## src/focd_defs.svh

```systemverilog
// constants for the flash overlay command sequencer
`ifndef FOCD_DEFS_SVH
`define FOCD_DEFS_SVH
`define FOCD_OFF_CMD      12'h000
`define FOCD_OFF_ADDR     12'h004
`define FOCD_OFF_WDATA    12'h008
`define FOCD_OFF_STATUS   12'h00C
`define FOCD_OFF_RDATA    12'h010
`define FOCD_CMD_OP_LSB   0
`define FOCD_CMD_OP_W     4
`define FOCD_ST_BUSY_BIT  0
`define FOCD_ST_ABORT_BIT 1
`define FOCD_ST_OVL_LSB   4
`define FOCD_UNLOCK1_ADDR 12'h555
`define FOCD_UNLOCK2_ADDR 12'h2AA
`define FOCD_UNLOCK1_DATA 8'hAA
`define FOCD_UNLOCK2_DATA 8'h55
`define FOCD_CODE_VOL     8'hE0
`define FOCD_CODE_ECC     8'h75
`define FOCD_CODE_PERS    8'hC0
`define FOCD_CODE_PGM     8'hA0
`define FOCD_CODE_ERS     8'h80
`define FOCD_CODE_ERSALL  8'h30
`define FOCD_CODE_EXIT1   8'h90
`define FOCD_CODE_EXIT2   8'h00
`define FOCD_CODE_RESET   8'hF0
`define FOCD_PROT_DATA    8'h00
`define FOCD_UNPROT_DATA  8'h01
`define FOCD_SECT_LSB     16
`define FOCD_PULSE_NS     100
`define FOCD_CLK_NS       50
`define FOCD_PULSE_CYC    ((`FOCD_PULSE_NS + `FOCD_CLK_NS - 1) / `FOCD_CLK_NS)
`endif

```

## src/focd_pkg.sv

```systemverilog
// types for the flash overlay command sequencer
package focd_pkg;
  // host orders
  typedef enum logic [3:0] {
    FOCD_OP_READ,
    FOCD_OP_VOL_ENTER,
    FOCD_OP_VOL_LOCK,
    FOCD_OP_VOL_UNLOCK,
    FOCD_OP_ECC_ENTER,
    FOCD_OP_PERS_ENTER,
    FOCD_OP_PERS_PGM,
    FOCD_OP_PERS_ERASE,
    FOCD_OP_EXIT,
    FOCD_OP_RESET,
    FOCD_OP_ABORT_RESET
  } focd_op_type;
  // overlay the device is believed to be in
  typedef enum logic [1:0] {
    FOCD_OVL_ARRAY,
    FOCD_OVL_VOL,
    FOCD_OVL_ECC,
    FOCD_OVL_PERS
  } focd_ovl_type;
endpackage : focd_pkg

```

## src/focd_host.sv

```systemverilog
// host controller issuing overlay command sequences to a parallel flash
//
// Decided for this implementation: the placing of the registers and the APB interface to the registers.
`timescale 1ns/10ps
`default_nettype none
`include "focd_defs.svh"
module focd_host #(
  parameter int AW = 26,                     // flash word address width
  parameter int PW = `FOCD_PULSE_CYC         // strobe low time in cycles
) (
  input  wire logic          i_mclk,         // system clock
  input  wire logic          i_srst,         // synchronous reset
  input  wire logic          i_psel,         // apb select
  input  wire logic          i_penable,      // apb access phase
  input  wire logic          i_pwrite,       // apb direction
  input  wire logic [11:0]   i_paddr,        // apb byte address
  input  wire logic [31:0]   i_pwdata,       // apb write data
  output logic               o_pready,       // apb ready
  output logic [31:0]        o_prdata,       // apb read data
  output logic               o_pslverr,      // apb error
  output logic [AW-1:0]      o_flash_addr,   // flash address pins
  output logic [15:0]        o_flash_dq_o,   // data out
  output logic               o_flash_dq_oe,  // data drive enable
  input  wire logic [15:0]   i_flash_dq_i,   // data in
  output logic               o_flash_ce_n,   // chip enable
  output logic               o_flash_we_n,   // write strobe
  output logic               o_flash_oe_n,   // output enable
  output var focd_pkg::focd_ovl_type o_ovl   // believed overlay
);
  import focd_pkg::*;

  // refuse widths the logic cannot serve: the sector field needs bits above
  // the sector boundary, the address register is loaded from one 32-bit
  // word and the strobe counter is 8 bits wide
  if (AW <= `FOCD_SECT_LSB || AW > 32 || PW < 1 || PW > 256) begin : g_bad_cfg
    $error("focd_host: bad parameters");
  end

  // sequencer states
  typedef enum logic [2:0] {
    FOCD_S_IDLE,
    FOCD_S_SETUP,
    FOCD_S_STROBE,
    FOCD_S_HOLD,
    FOCD_S_NEXT
  } focd_st_type;

  // apb decode
  // a write reaches the order registers only in the access phase; the
  // setup phase alone decides ready, so every transfer takes exactly one
  // access cycle
  wire         apb_acc   = i_psel & i_penable;
  wire         wr_cmd    = apb_acc & i_pwrite & (i_paddr == `FOCD_OFF_CMD);
  wire         wr_addr   = apb_acc & i_pwrite & (i_paddr == `FOCD_OFF_ADDR);
  wire         wr_wdata  = apb_acc & i_pwrite & (i_paddr == `FOCD_OFF_WDATA);
  wire         rd_known  = (i_paddr == `FOCD_OFF_CMD)
                         | (i_paddr == `FOCD_OFF_ADDR)
                         | (i_paddr == `FOCD_OFF_WDATA)
                         | (i_paddr == `FOCD_OFF_STATUS)
                         | (i_paddr == `FOCD_OFF_RDATA);

  focd_st_type  st_q, st_d;                 // sequencer state
  focd_op_type  op_q;                        // order in progress
  focd_ovl_type ovl_q;                       // overlay tracking
  logic [AW-1:0] addr_q;                     // order address
  logic [15:0]  wdata_q;                     // order data
  logic [15:0]  rdata_q;                     // captured read data
  logic [2:0]   step_q;                      // cycle within sequence
  logic [2:0]   nsteps;                      // cycles in this order
  logic [7:0]   cnt_q;                       // strobe width counter
  logic         abort_q;                     // buffer abort seen
  logic         busy_q;                      // sequence running
  logic         cyc_rd;                      // this cycle is a read
  logic [AW-1:0] cyc_addr;                   // this cycle's address
  logic [7:0]   cyc_data;                    // this cycle's command byte
  logic         pready_q;                    // apb ready register
  logic [31:0]  prdata_q;                    // apb read register
  logic         pslverr_q;                   // apb error register

  // unlock prefix shared by all entries
  wire [AW-1:0] ul1 = AW'(`FOCD_UNLOCK1_ADDR);
  wire [AW-1:0] ul2 = AW'(`FOCD_UNLOCK2_ADDR);
  // sector base: low bits cleared, device ignores them anyway
  wire [AW-1:0] sect = {addr_q[AW-1:`FOCD_SECT_LSB],
                        {`FOCD_SECT_LSB{1'b0}}};
  wire          strobe_done = (cnt_q == 8'(PW - 1));
  wire          last_step   = (step_q == nsteps - 3'd1);
  wire          start       = wr_cmd & ~busy_q;

  // cycle table: address, command byte and direction per step
  // each flash cycle walks gap, setup, strobe for PW edges, then hold;
  // ce stays low from setup through hold and address and data only move
  // in the gap, so the device sees them settled on both strobe edges
  // only read, overlay, protection and reset orders exist here: no buffer load
  // and no key programming is ever issued, so word counts, buffer lines
  // and key word order are kept by construction
  always_comb begin
    nsteps   = 3'd1;
    cyc_rd   = 1'b0;
    cyc_addr = '0;
    cyc_data = 8'h00;
    unique case (op_q)
      FOCD_OP_READ: begin                    // plain read
        cyc_rd   = 1'b1;
        cyc_addr = addr_q;
      end
      FOCD_OP_VOL_ENTER, FOCD_OP_ECC_ENTER, FOCD_OP_PERS_ENTER,
      FOCD_OP_ABORT_RESET: begin             // unlock pair
        nsteps   = 3'd3;
        cyc_addr = (step_q == 3'd1) ? ul2 : ul1;
        cyc_data = (step_q == 3'd0) ? `FOCD_UNLOCK1_DATA :
                   (step_q == 3'd1) ? `FOCD_UNLOCK2_DATA :
                   (op_q == FOCD_OP_VOL_ENTER)  ? `FOCD_CODE_VOL :
                   (op_q == FOCD_OP_ECC_ENTER)  ? `FOCD_CODE_ECC :
                   (op_q == FOCD_OP_PERS_ENTER) ? `FOCD_CODE_PERS :
                   `FOCD_CODE_RESET;
      end
      FOCD_OP_VOL_LOCK, FOCD_OP_VOL_UNLOCK, FOCD_OP_PERS_PGM: begin
        nsteps   = 3'd2;
        cyc_addr = (step_q == 3'd0) ? '0 : sect;
        cyc_data = (step_q == 3'd0) ? `FOCD_CODE_PGM :
                   (op_q == FOCD_OP_VOL_UNLOCK) ? `FOCD_UNPROT_DATA :
                   `FOCD_PROT_DATA;
      end
      FOCD_OP_PERS_ERASE: begin
        nsteps   = 3'd2;
        cyc_data = (step_q == 3'd0) ? `FOCD_CODE_ERS : `FOCD_CODE_ERSALL;
      end
      FOCD_OP_EXIT: begin
        nsteps   = (ovl_q == FOCD_OVL_ECC) ? 3'd1 : 3'd2;
        cyc_data = (ovl_q == FOCD_OVL_ECC) ? `FOCD_CODE_RESET :
                   (step_q == 3'd0) ? `FOCD_CODE_EXIT1 : `FOCD_CODE_EXIT2;
      end
      FOCD_OP_RESET: begin
        cyc_data = `FOCD_CODE_RESET;
      end
      default: begin                         // unknown order: one read
        cyc_rd   = 1'b1;
        cyc_addr = addr_q;
      end
    endcase
  end

  // next sequencer state
  // a new order passes through the gap state first, so that op_q and the
  // step count have settled before the setup cycle puts address and data
  // on the pins; going straight to setup would show the previous order's
  // address for one cycle
  always_comb begin
    st_d = st_q;
    unique case (st_q)
      FOCD_S_IDLE:   if (start) st_d = FOCD_S_NEXT;
      FOCD_S_SETUP:  st_d = FOCD_S_STROBE;
      FOCD_S_STROBE: if (strobe_done) st_d = FOCD_S_HOLD;
      FOCD_S_HOLD:   st_d = last_step ? FOCD_S_IDLE : FOCD_S_NEXT;
      FOCD_S_NEXT:   st_d = FOCD_S_SETUP;
    endcase
  end

  // state, step and strobe counter
  // step advances in hold, so the gap state already sees the next step's
  // address and command byte
  always_ff @(posedge i_mclk) begin
    if (i_srst) begin
      st_q   <= FOCD_S_IDLE;
      step_q <= 3'd0;
      cnt_q  <= 8'h00;
      busy_q <= 1'b0;
    end else begin
      st_q   <= st_d;
      cnt_q  <= (st_q == FOCD_S_STROBE) ? cnt_q + 8'd1 : 8'h00;
      if (start) begin
        busy_q <= 1'b1;
        step_q <= 3'd0;
      end else if (st_q == FOCD_S_HOLD) begin
        busy_q <= ~last_step;
        step_q <= step_q + 3'd1;
      end
    end
  end

  // order registers; writes ignored while busy
  // software cannot change the address or byte under a running sequence;
  // it must poll busy low first
  always_ff @(posedge i_mclk) begin
    if (i_srst) begin
      op_q    <= FOCD_OP_READ;
      addr_q  <= '0;
      wdata_q <= 16'h0000;
    end else begin
      if (start) op_q <= focd_op_type'(i_pwdata[`FOCD_CMD_OP_W-1:0]);
      if (wr_addr & ~busy_q) addr_q <= i_pwdata[AW-1:0];
      if (wr_wdata & ~busy_q) wdata_q <= i_pwdata[15:0];
    end
  end

  // overlay and abort tracking after each completed order
  // a software abort flag set in the cycle that ends an abort reset wins
  // over the clear, so a fresh abort is never lost
  always_ff @(posedge i_mclk) begin
    if (i_srst) begin
      ovl_q   <= FOCD_OVL_ARRAY;
      abort_q <= 1'b0;
    end else begin
      if (st_q == FOCD_S_HOLD && last_step) begin
        unique case (op_q)
          FOCD_OP_VOL_ENTER:   ovl_q <= FOCD_OVL_VOL;
          FOCD_OP_ECC_ENTER:   ovl_q <= FOCD_OVL_ECC;
          FOCD_OP_PERS_ENTER:  ovl_q <= FOCD_OVL_PERS;
          FOCD_OP_EXIT, FOCD_OP_RESET: ovl_q <= FOCD_OVL_ARRAY;
          FOCD_OP_ABORT_RESET: begin
            ovl_q   <= FOCD_OVL_ARRAY;
            abort_q <= 1'b0;
          end
          default: ovl_q <= ovl_q;
        endcase
      end
      if (wr_wdata & i_pwdata[16]) begin
        abort_q <= 1'b1;                      // software flags an abort
      end
    end
  end

  // flash pins, all registered
  // every strobe and enable comes from a flop fed by the next state, so the
  // strobes carry no combinational glitches towards the device and change
  // with the state; address and data follow the step one cycle late
  always_ff @(posedge i_mclk) begin
    if (i_srst) begin
      o_flash_addr  <= '0;
      o_flash_dq_o  <= 16'h0000;
      o_flash_dq_oe <= 1'b0;
      o_flash_ce_n  <= 1'b1;
      o_flash_we_n  <= 1'b1;
      o_flash_oe_n  <= 1'b1;
      rdata_q       <= 16'h0000;
    end else begin
      o_flash_ce_n  <= ~(st_d == FOCD_S_SETUP || st_d == FOCD_S_STROBE
                         || st_d == FOCD_S_HOLD);
      o_flash_we_n  <= ~(st_d == FOCD_S_STROBE && !cyc_rd);
      o_flash_oe_n  <= ~(st_d == FOCD_S_STROBE && cyc_rd);
      // data stays driven through the hold cycle: the device takes the
      // command byte on the rising write strobe, so releasing the bus on
      // that same edge would leave the byte it latches undefined
      o_flash_dq_oe <= (st_d == FOCD_S_SETUP || st_d == FOCD_S_STROBE
                        || st_d == FOCD_S_HOLD) && !cyc_rd;
      o_flash_addr  <= cyc_addr;
      // upper byte zero for command bytes
      o_flash_dq_o  <= {8'h00, cyc_data};
      if (st_q == FOCD_S_STROBE && strobe_done && cyc_rd) begin
        rdata_q <= i_flash_dq_i;
      end
    end
  end

  // apb answers in the access cycle's next edge
  // ready is a one-cycle pulse raised by the setup phase; read data and
  // the error flag come from the address seen in that setup phase, which
  // the master holds through the access phase
  always_ff @(posedge i_mclk) begin
    if (i_srst) begin
      pready_q  <= 1'b0;
      prdata_q  <= 32'h0000_0000;
      pslverr_q <= 1'b0;
    end else begin
      pready_q  <= i_psel & ~i_penable;
      pslverr_q <= i_psel & ~i_penable & ~rd_known;
      unique case (i_paddr)
        `FOCD_OFF_CMD:    prdata_q <= {28'h0, op_q};
        `FOCD_OFF_ADDR:   prdata_q <= 32'(addr_q);
        `FOCD_OFF_WDATA:  prdata_q <= {15'h0, abort_q, wdata_q};
        `FOCD_OFF_STATUS: prdata_q <= {26'h0, ovl_q, 2'b00,
                                       abort_q, busy_q};
        `FOCD_OFF_RDATA:  prdata_q <= {16'h0, rdata_q};
        default:          prdata_q <= 32'h0000_0000;
      endcase
    end
  end

  assign o_pready  = pready_q;
  assign o_prdata  = prdata_q;
  assign o_pslverr = pslverr_q;
  assign o_ovl     = ovl_q;
endmodule // focd_host
`default_nettype wire

```

## config.mk

```make
export PLATFORM = sky130hd
export DESIGN_NAME = focd_host
export DESIGN_NICKNAME = d
export VERILOG_FILES = /design/src/focd_pkg.sv /design/src/focd_host.sv
export VERILOG_INCLUDE_DIRS = /design/src /design/src/src
export SDC_FILE = /design/constraint.sdc
export NUM_CORES = 1
export LEC_CHECK = 0
export ABC_AREA = 1
export BUFFER_PORTS_ARGS = -buffer_cell sky130_fd_sc_hd__buf_2
export CORE_ASPECT_RATIO = 0.5
export CORE_MARGIN = 3
export CORE_UTILIZATION = 50
export DETAILED_ROUTE_END_ITERATION = 6
export GPL_ROUTABILITY_DRIVEN = 0
export GPL_TIMING_DRIVEN = 1
export PLACE_DENSITY = 0.76
export SETUP_SLACK_MARGIN = 0.3
export SKIP_CTS_REPAIR_TIMING = 1
export SLEW_MARGIN = 20
export SYNTH_ARGS = -nofsm -noshare
export SYNTH_HDL_FRONTEND = slang
export SYNTH_SLANG_ARGS = --single-unit
export TNS_END_PERCENT = 1
```

## constraint.sdc

```tcl
create_clock -name i_mclk -period 2.8 [get_ports i_mclk]
set_clock_uncertainty 0.2 [all_clocks]
set_input_delay 0 -clock i_mclk [delete_from_list [all_inputs] [get_ports i_mclk]]
set_output_delay 0 -clock i_mclk [all_outputs]
set_load 0.02 [all_outputs]
```

# == Word level (Yosys, flattened, before mapping) ==
# Index checks and enable logic that the tools add are counted.
# op_classes
n_eq_ne,25
bitwise,23
add_sub_neg,3
mux,28
n_reduce_logical,25
# op_table
cell,count
26-bit case mux with 5 select lines,1
26-bit case mux with 3 select lines,1
8-bit two-way mux,8
8-bit case mux with 5 select lines,1
26-bit two-way mux,1
"12-bit by 4-bit equality test with 1-bit output, second input constant",2
"4-bit by 3-bit equality test with 1-bit output, second input constant",4
3-bit case mux with 5 select lines,1
"12-bit by 3-bit equality test with 1-bit output, second input constant",1
"12-bit by 5-bit equality test with 1-bit output, second input constant",1
"3-bit by 2-bit equality test with 1-bit output, second input constant",4
"4-bit equality test, second input constant",3
12-bit zero test,1
1-bit bitwise AND,11
11-bit two-way mux,1
10-bit OR reduction,1
"3-bit by 1-bit equality test with 1-bit output, second input constant",3
3-bit two-way mux,3
3-bit OR reduction,3
"8-bit by 1-bit adder with 8-bit output, second input constant",1
"4-bit by 2-bit equality test with 1-bit output, second input constant",2
"8-bit by 1-bit equality test with 1-bit output, second input constant",1
1-bit inverter,8
2-bit case mux with 4 select lines,1
other kinds (19),40
# totals
wordCells,124
ff_bits,160
out_inout_bits,82

# == Longest topological paths before layout ==
# logic_depth
word_depth,11
ltp_mapped,12
depth_no_buf,12

# == Least setup slack after synthesis ==
# Ideal clock, no wire load.
# synth_path
kind,reg2reg
from,reg op_q[2]
to,reg ovl_q[0] (netlist: o_ovl[0])
arrival_ps,1781
synth_period_minus_slack_ps,2095
path_stages_with_launch,12
required_ps,2486
path_slack_ps,705
path_cell_list,dfxtp_1 -> inv_1 -> nor2_1 -> nand2_1 -> nand3_1 -> nor2_1 -> ha_1 -> xnor2_1 -> nor2_1 -> nand4_1 -> nor2_1 -> nor2_1
# synth_via
elab_chain_cells,7
word_cells_on_any_way,20
cone_classes,add/sub (1); eq/ne (11); mux (2); reduce/logical (6)
# synth_rtl
element,line_no,rtl
start: declaration,focd_host.sv:63,focd_op_type op_q;
start signal: assignment,focd_host.sv:191,if (start) op_q <= focd_op_type'(i_pwdata[`FOCD_CMD_OP_W-1:0]);
4-bit by 2-bit equality test with 1-bit output (tied with other cells),focd_host.sv:102,unique case (op_q)
4-bit OR reduction (on tied branches),--,
2-bit case mux with 3 select lines,focd_host.sv:102,
3-bit by 1-bit subtractor with 3-bit output,focd_host.sv:87,wire last_step = (step_q == nsteps - 3'd1);
3-bit equality test,focd_host.sv:87,
1-bit logical AND,focd_host.sv:205,if (st_q == FOCD_S_HOLD && last_step) begin
2-bit AND reduction (no line),--,
end signal: assignment,focd_host.sv:215,default: ovl_q <= ovl_q;
end: declaration,focd_host.sv:64,focd_ovl_type ovl_q;
# Several ways; a longest one is shown, not always the timed one.
# A chain may end at the register's enable or synchronous reset.

# == Worst setup path after layout ==
# Ends and elaborated chain as after synthesis.

==> results.md <==
- Outcome: finished, final reports clean
- Worst Reg-to-Reg Cells: 12
- Warnings, synthesis: 0
- Netlist cell types: 38
- Hold path cells: 7
- # fillers: 856
- Max FO, Critical Path: 6
- Adder-cell area share of the yosys netlist: 1.33%
- Cell Count, Final, Fillers Out: 1,044
- Chip height: 81.1 um
- Initial Util: 53.2%
- Post-synthesis sequential area ratio: 51.4%
- DP Wirelength: 9890 um
- Hold Fails Final Rpt: 0
- Ant. Diodes: 0
- Synthesized cell area: 5650 sq um
- Placed Area: 6280 sq um
- TritonCTS Buffers: 17
- Yosys top cell by area: dfxtp_1
- Port Buffers: 126
- Syn Area/Cell: 7.82 sq um
- Synth top area share: 51.4%
- # DRC: 0
- Largest net degree at the start of global routing: 40
- Synth area leaders: dfxtp_1 51%, o21ai_0 7.8%, nor2_1 7.0%
- Post-synth EDFFs: 0
- Overflow after GRT: 0
- Post-synthesis compound-gate area fraction: 15.1%
- Syn Inst Count: 722
- Post-synthesis xor/xnor area fraction: 0.465%
- Die Span X: 156 um
- CTS tree: yes
- Site row count: 26
- Final Core Density: 69.5%
- Nets@finish: 962
- H-tree Lvls: 4
- Global-route wire length before repair: 22,500 um
- Clock buffer depth: 2
- VDD IR-drop max: 0.434 mV
- Post-Place Cells: 964
- Slew HR: 49.2%
- Actual slew at the worst max-slew pin: 758 ps
- Static leakage: 3.15 nW
- Drt initial violations: 466
- Multiplexer area fraction after synthesis: 0%
- WS Path Type: reg -> reg
- Startpoint types: flop
- Final instance area: 7370 sq um
- Synth Flop Type: dfxtp_1
- Setup violations, final: 0
- Clk_lat worst skew: 420 ps
- Commonest non-fill, non-tap cell in the layout: dfxtp_1
- Worst Setup End Kind: flop
- Share of cells above drive strength 1: 20.4%
- Min cycle time layout: 2320 ps
- Boundary Pins: 147
- Tcrit/Tclk final: 82.8%
- Core area: 10,600 sq um
- DIE AREA: 12,700 sq um
- Setup_tns: 0 ps
- Slew Limit Fails: 0
- Via-to-Cell Ratio: 5.20
- Largest family of logic cells by synthesized area: simple AND/OR/NAND/NOR gates
- Drt wl/cell: 14.8 um
- Hold Crit Class: in -> reg
- Routed Antenna Nets: 0
- Synth Area in Simple Gates: 21.2%
- Ys async rst share: 0%
- CP arrival: 2470 ps
- First-pass DRT Iterations: 5
- Clock Sinks: 145
- Clock-pin slew on the worst setup and hold paths: 60 ps
- GRT Overall Usage: 22.5%
- Vias in the first global route: 4,776
- Cell Pwr Density: 620 nW/um^2
- Root Buffer: clkbuf_16
- Drt total wl: 15,500 um
- Initial antenna violation count: 0
- RSZ-0062 raised after global routing: false
- Register bit count reported by yosys: 145
- Via count: 5,434
- Max-Cap Viols: 0
- Fmax: 431 MHz
- Critical Path RT: 2950 ps
- Most frequent cells in the layout: 144 x dfxtp_1, 126 x buf_2, 104 x nor2_1
- Layout Area Growth over Synthesis: 30.6%
through the flow:
stage	power [mW]	worst slack [ps]	hold WS, ps
2_1_floorplan	2.19	705	-89.7
3_3_place_gp	2.24	526	55.3
3_5_place_dp	2.24	427	62.8
4_1_cts	4.52	407	-367
5_1_grt	4.69	318	45.0
6_report	4.57	482	0.613
logic make-up after synthesis:
| kind of cell | after synthesis |
|---|---|
| fa+ha+maj | 6 |
| other cells | 1 |
| simple gates | 272 |
| compound gates | 165 |
| flops | 145 |
| buf+inv | 130 |
| xor+xnor | 3 |
state kept, by name (all words and copies together), names as in the netlist:
name and flops:
o_pready 1, o_flash_ce_n 1, st_q 3, o_flash_oe_n 1
busy_q 1, o_pslverr 1, o_ovl 2, o_prdata 26
op_q 4, addr_q 26, rdata_q 16, step_q 3
cnt_q 8, o_flash_we_n 1, o_flash_addr 26, o_flash_dq_o 7
wdata_q 16, abort_q 1, o_flash_dq_oe 1
where the power goes:
part           total [mW]  leakage, nW  switching (mW)  internal [mW]
clock network        2.32        0.290           0.891           1.42
logic               0.190         1.69           0.102         0.0879
registers            2.06         1.17        0.000259           2.06
per-layer routing:
metal	up-vias	global-route usage, %	wire, um
li1	2651	-	-
met1	2547	28.7	6530
met2	206	37.0	7620
met3	30	5.38	1030
met4	0	9.78	308
met5	-	0	0
area by class of cell:
class | instances | area [sq um] | area share (%)
sequential | 145 | 2900 | 39.4
multi-input combinational | 460 | 2210 | 30.0
timing repair buffer | 179 | 1150 | 15.6
clock buffer | 19 | 443 | 6.01
inverter | 88 | 335 | 4.55
tap | 140 | 175 | 2.38
clock inverter | 13 | 159 | 2.15
path summary, 6_finish.rpt:
path | start | end | slack (ps)
max | op_q[2]$_SDFFE_PP0P_ | o_ovl[0]$_SDFFE_PP0P_ | 480
min reg2reg | wdata_q[15]$_SDFFE_PP0P_ | wdata_q[15]$_SDFFE_PP0P_ | 240
max reg2reg | op_q[2]$_SDFFE_PP0P_ | o_ovl[0]$_SDFFE_PP0P_ | 480
min | i_paddr[2] | o_prdata[1]$_SDFF_PP0_ | 0.6
synth_stat cells (3+ instances only):
master	n
inv_2	3
nand2_2	4
nand3_1	31
o22ai_1	4
nand2_1	86
a21oi_1	63
nor2_1	105
clkbuf_1	15
buf_4	17
o211ai_1	5
inv_1	82
dfxtp_1	145
a31oi_1	3
nor3_1	24
o21ai_0	88
buf_2	7
nand4_1	6
nor2_2	5
ha_1	6
worst max-delay path: stages (launching register included):
cell	delay [ps]
dfxtp_1	370
inv_1	130
nor2_2	160
nand2_1	140
nand3_2	150
nor2_1	60
ha_1	280
xnor2_1	130
nor2_1	230
nand4_1	180
nand2_1	110
nand2_1	50
nor2_1	80
No activity file was read; power rests on OpenSTA's default activity.
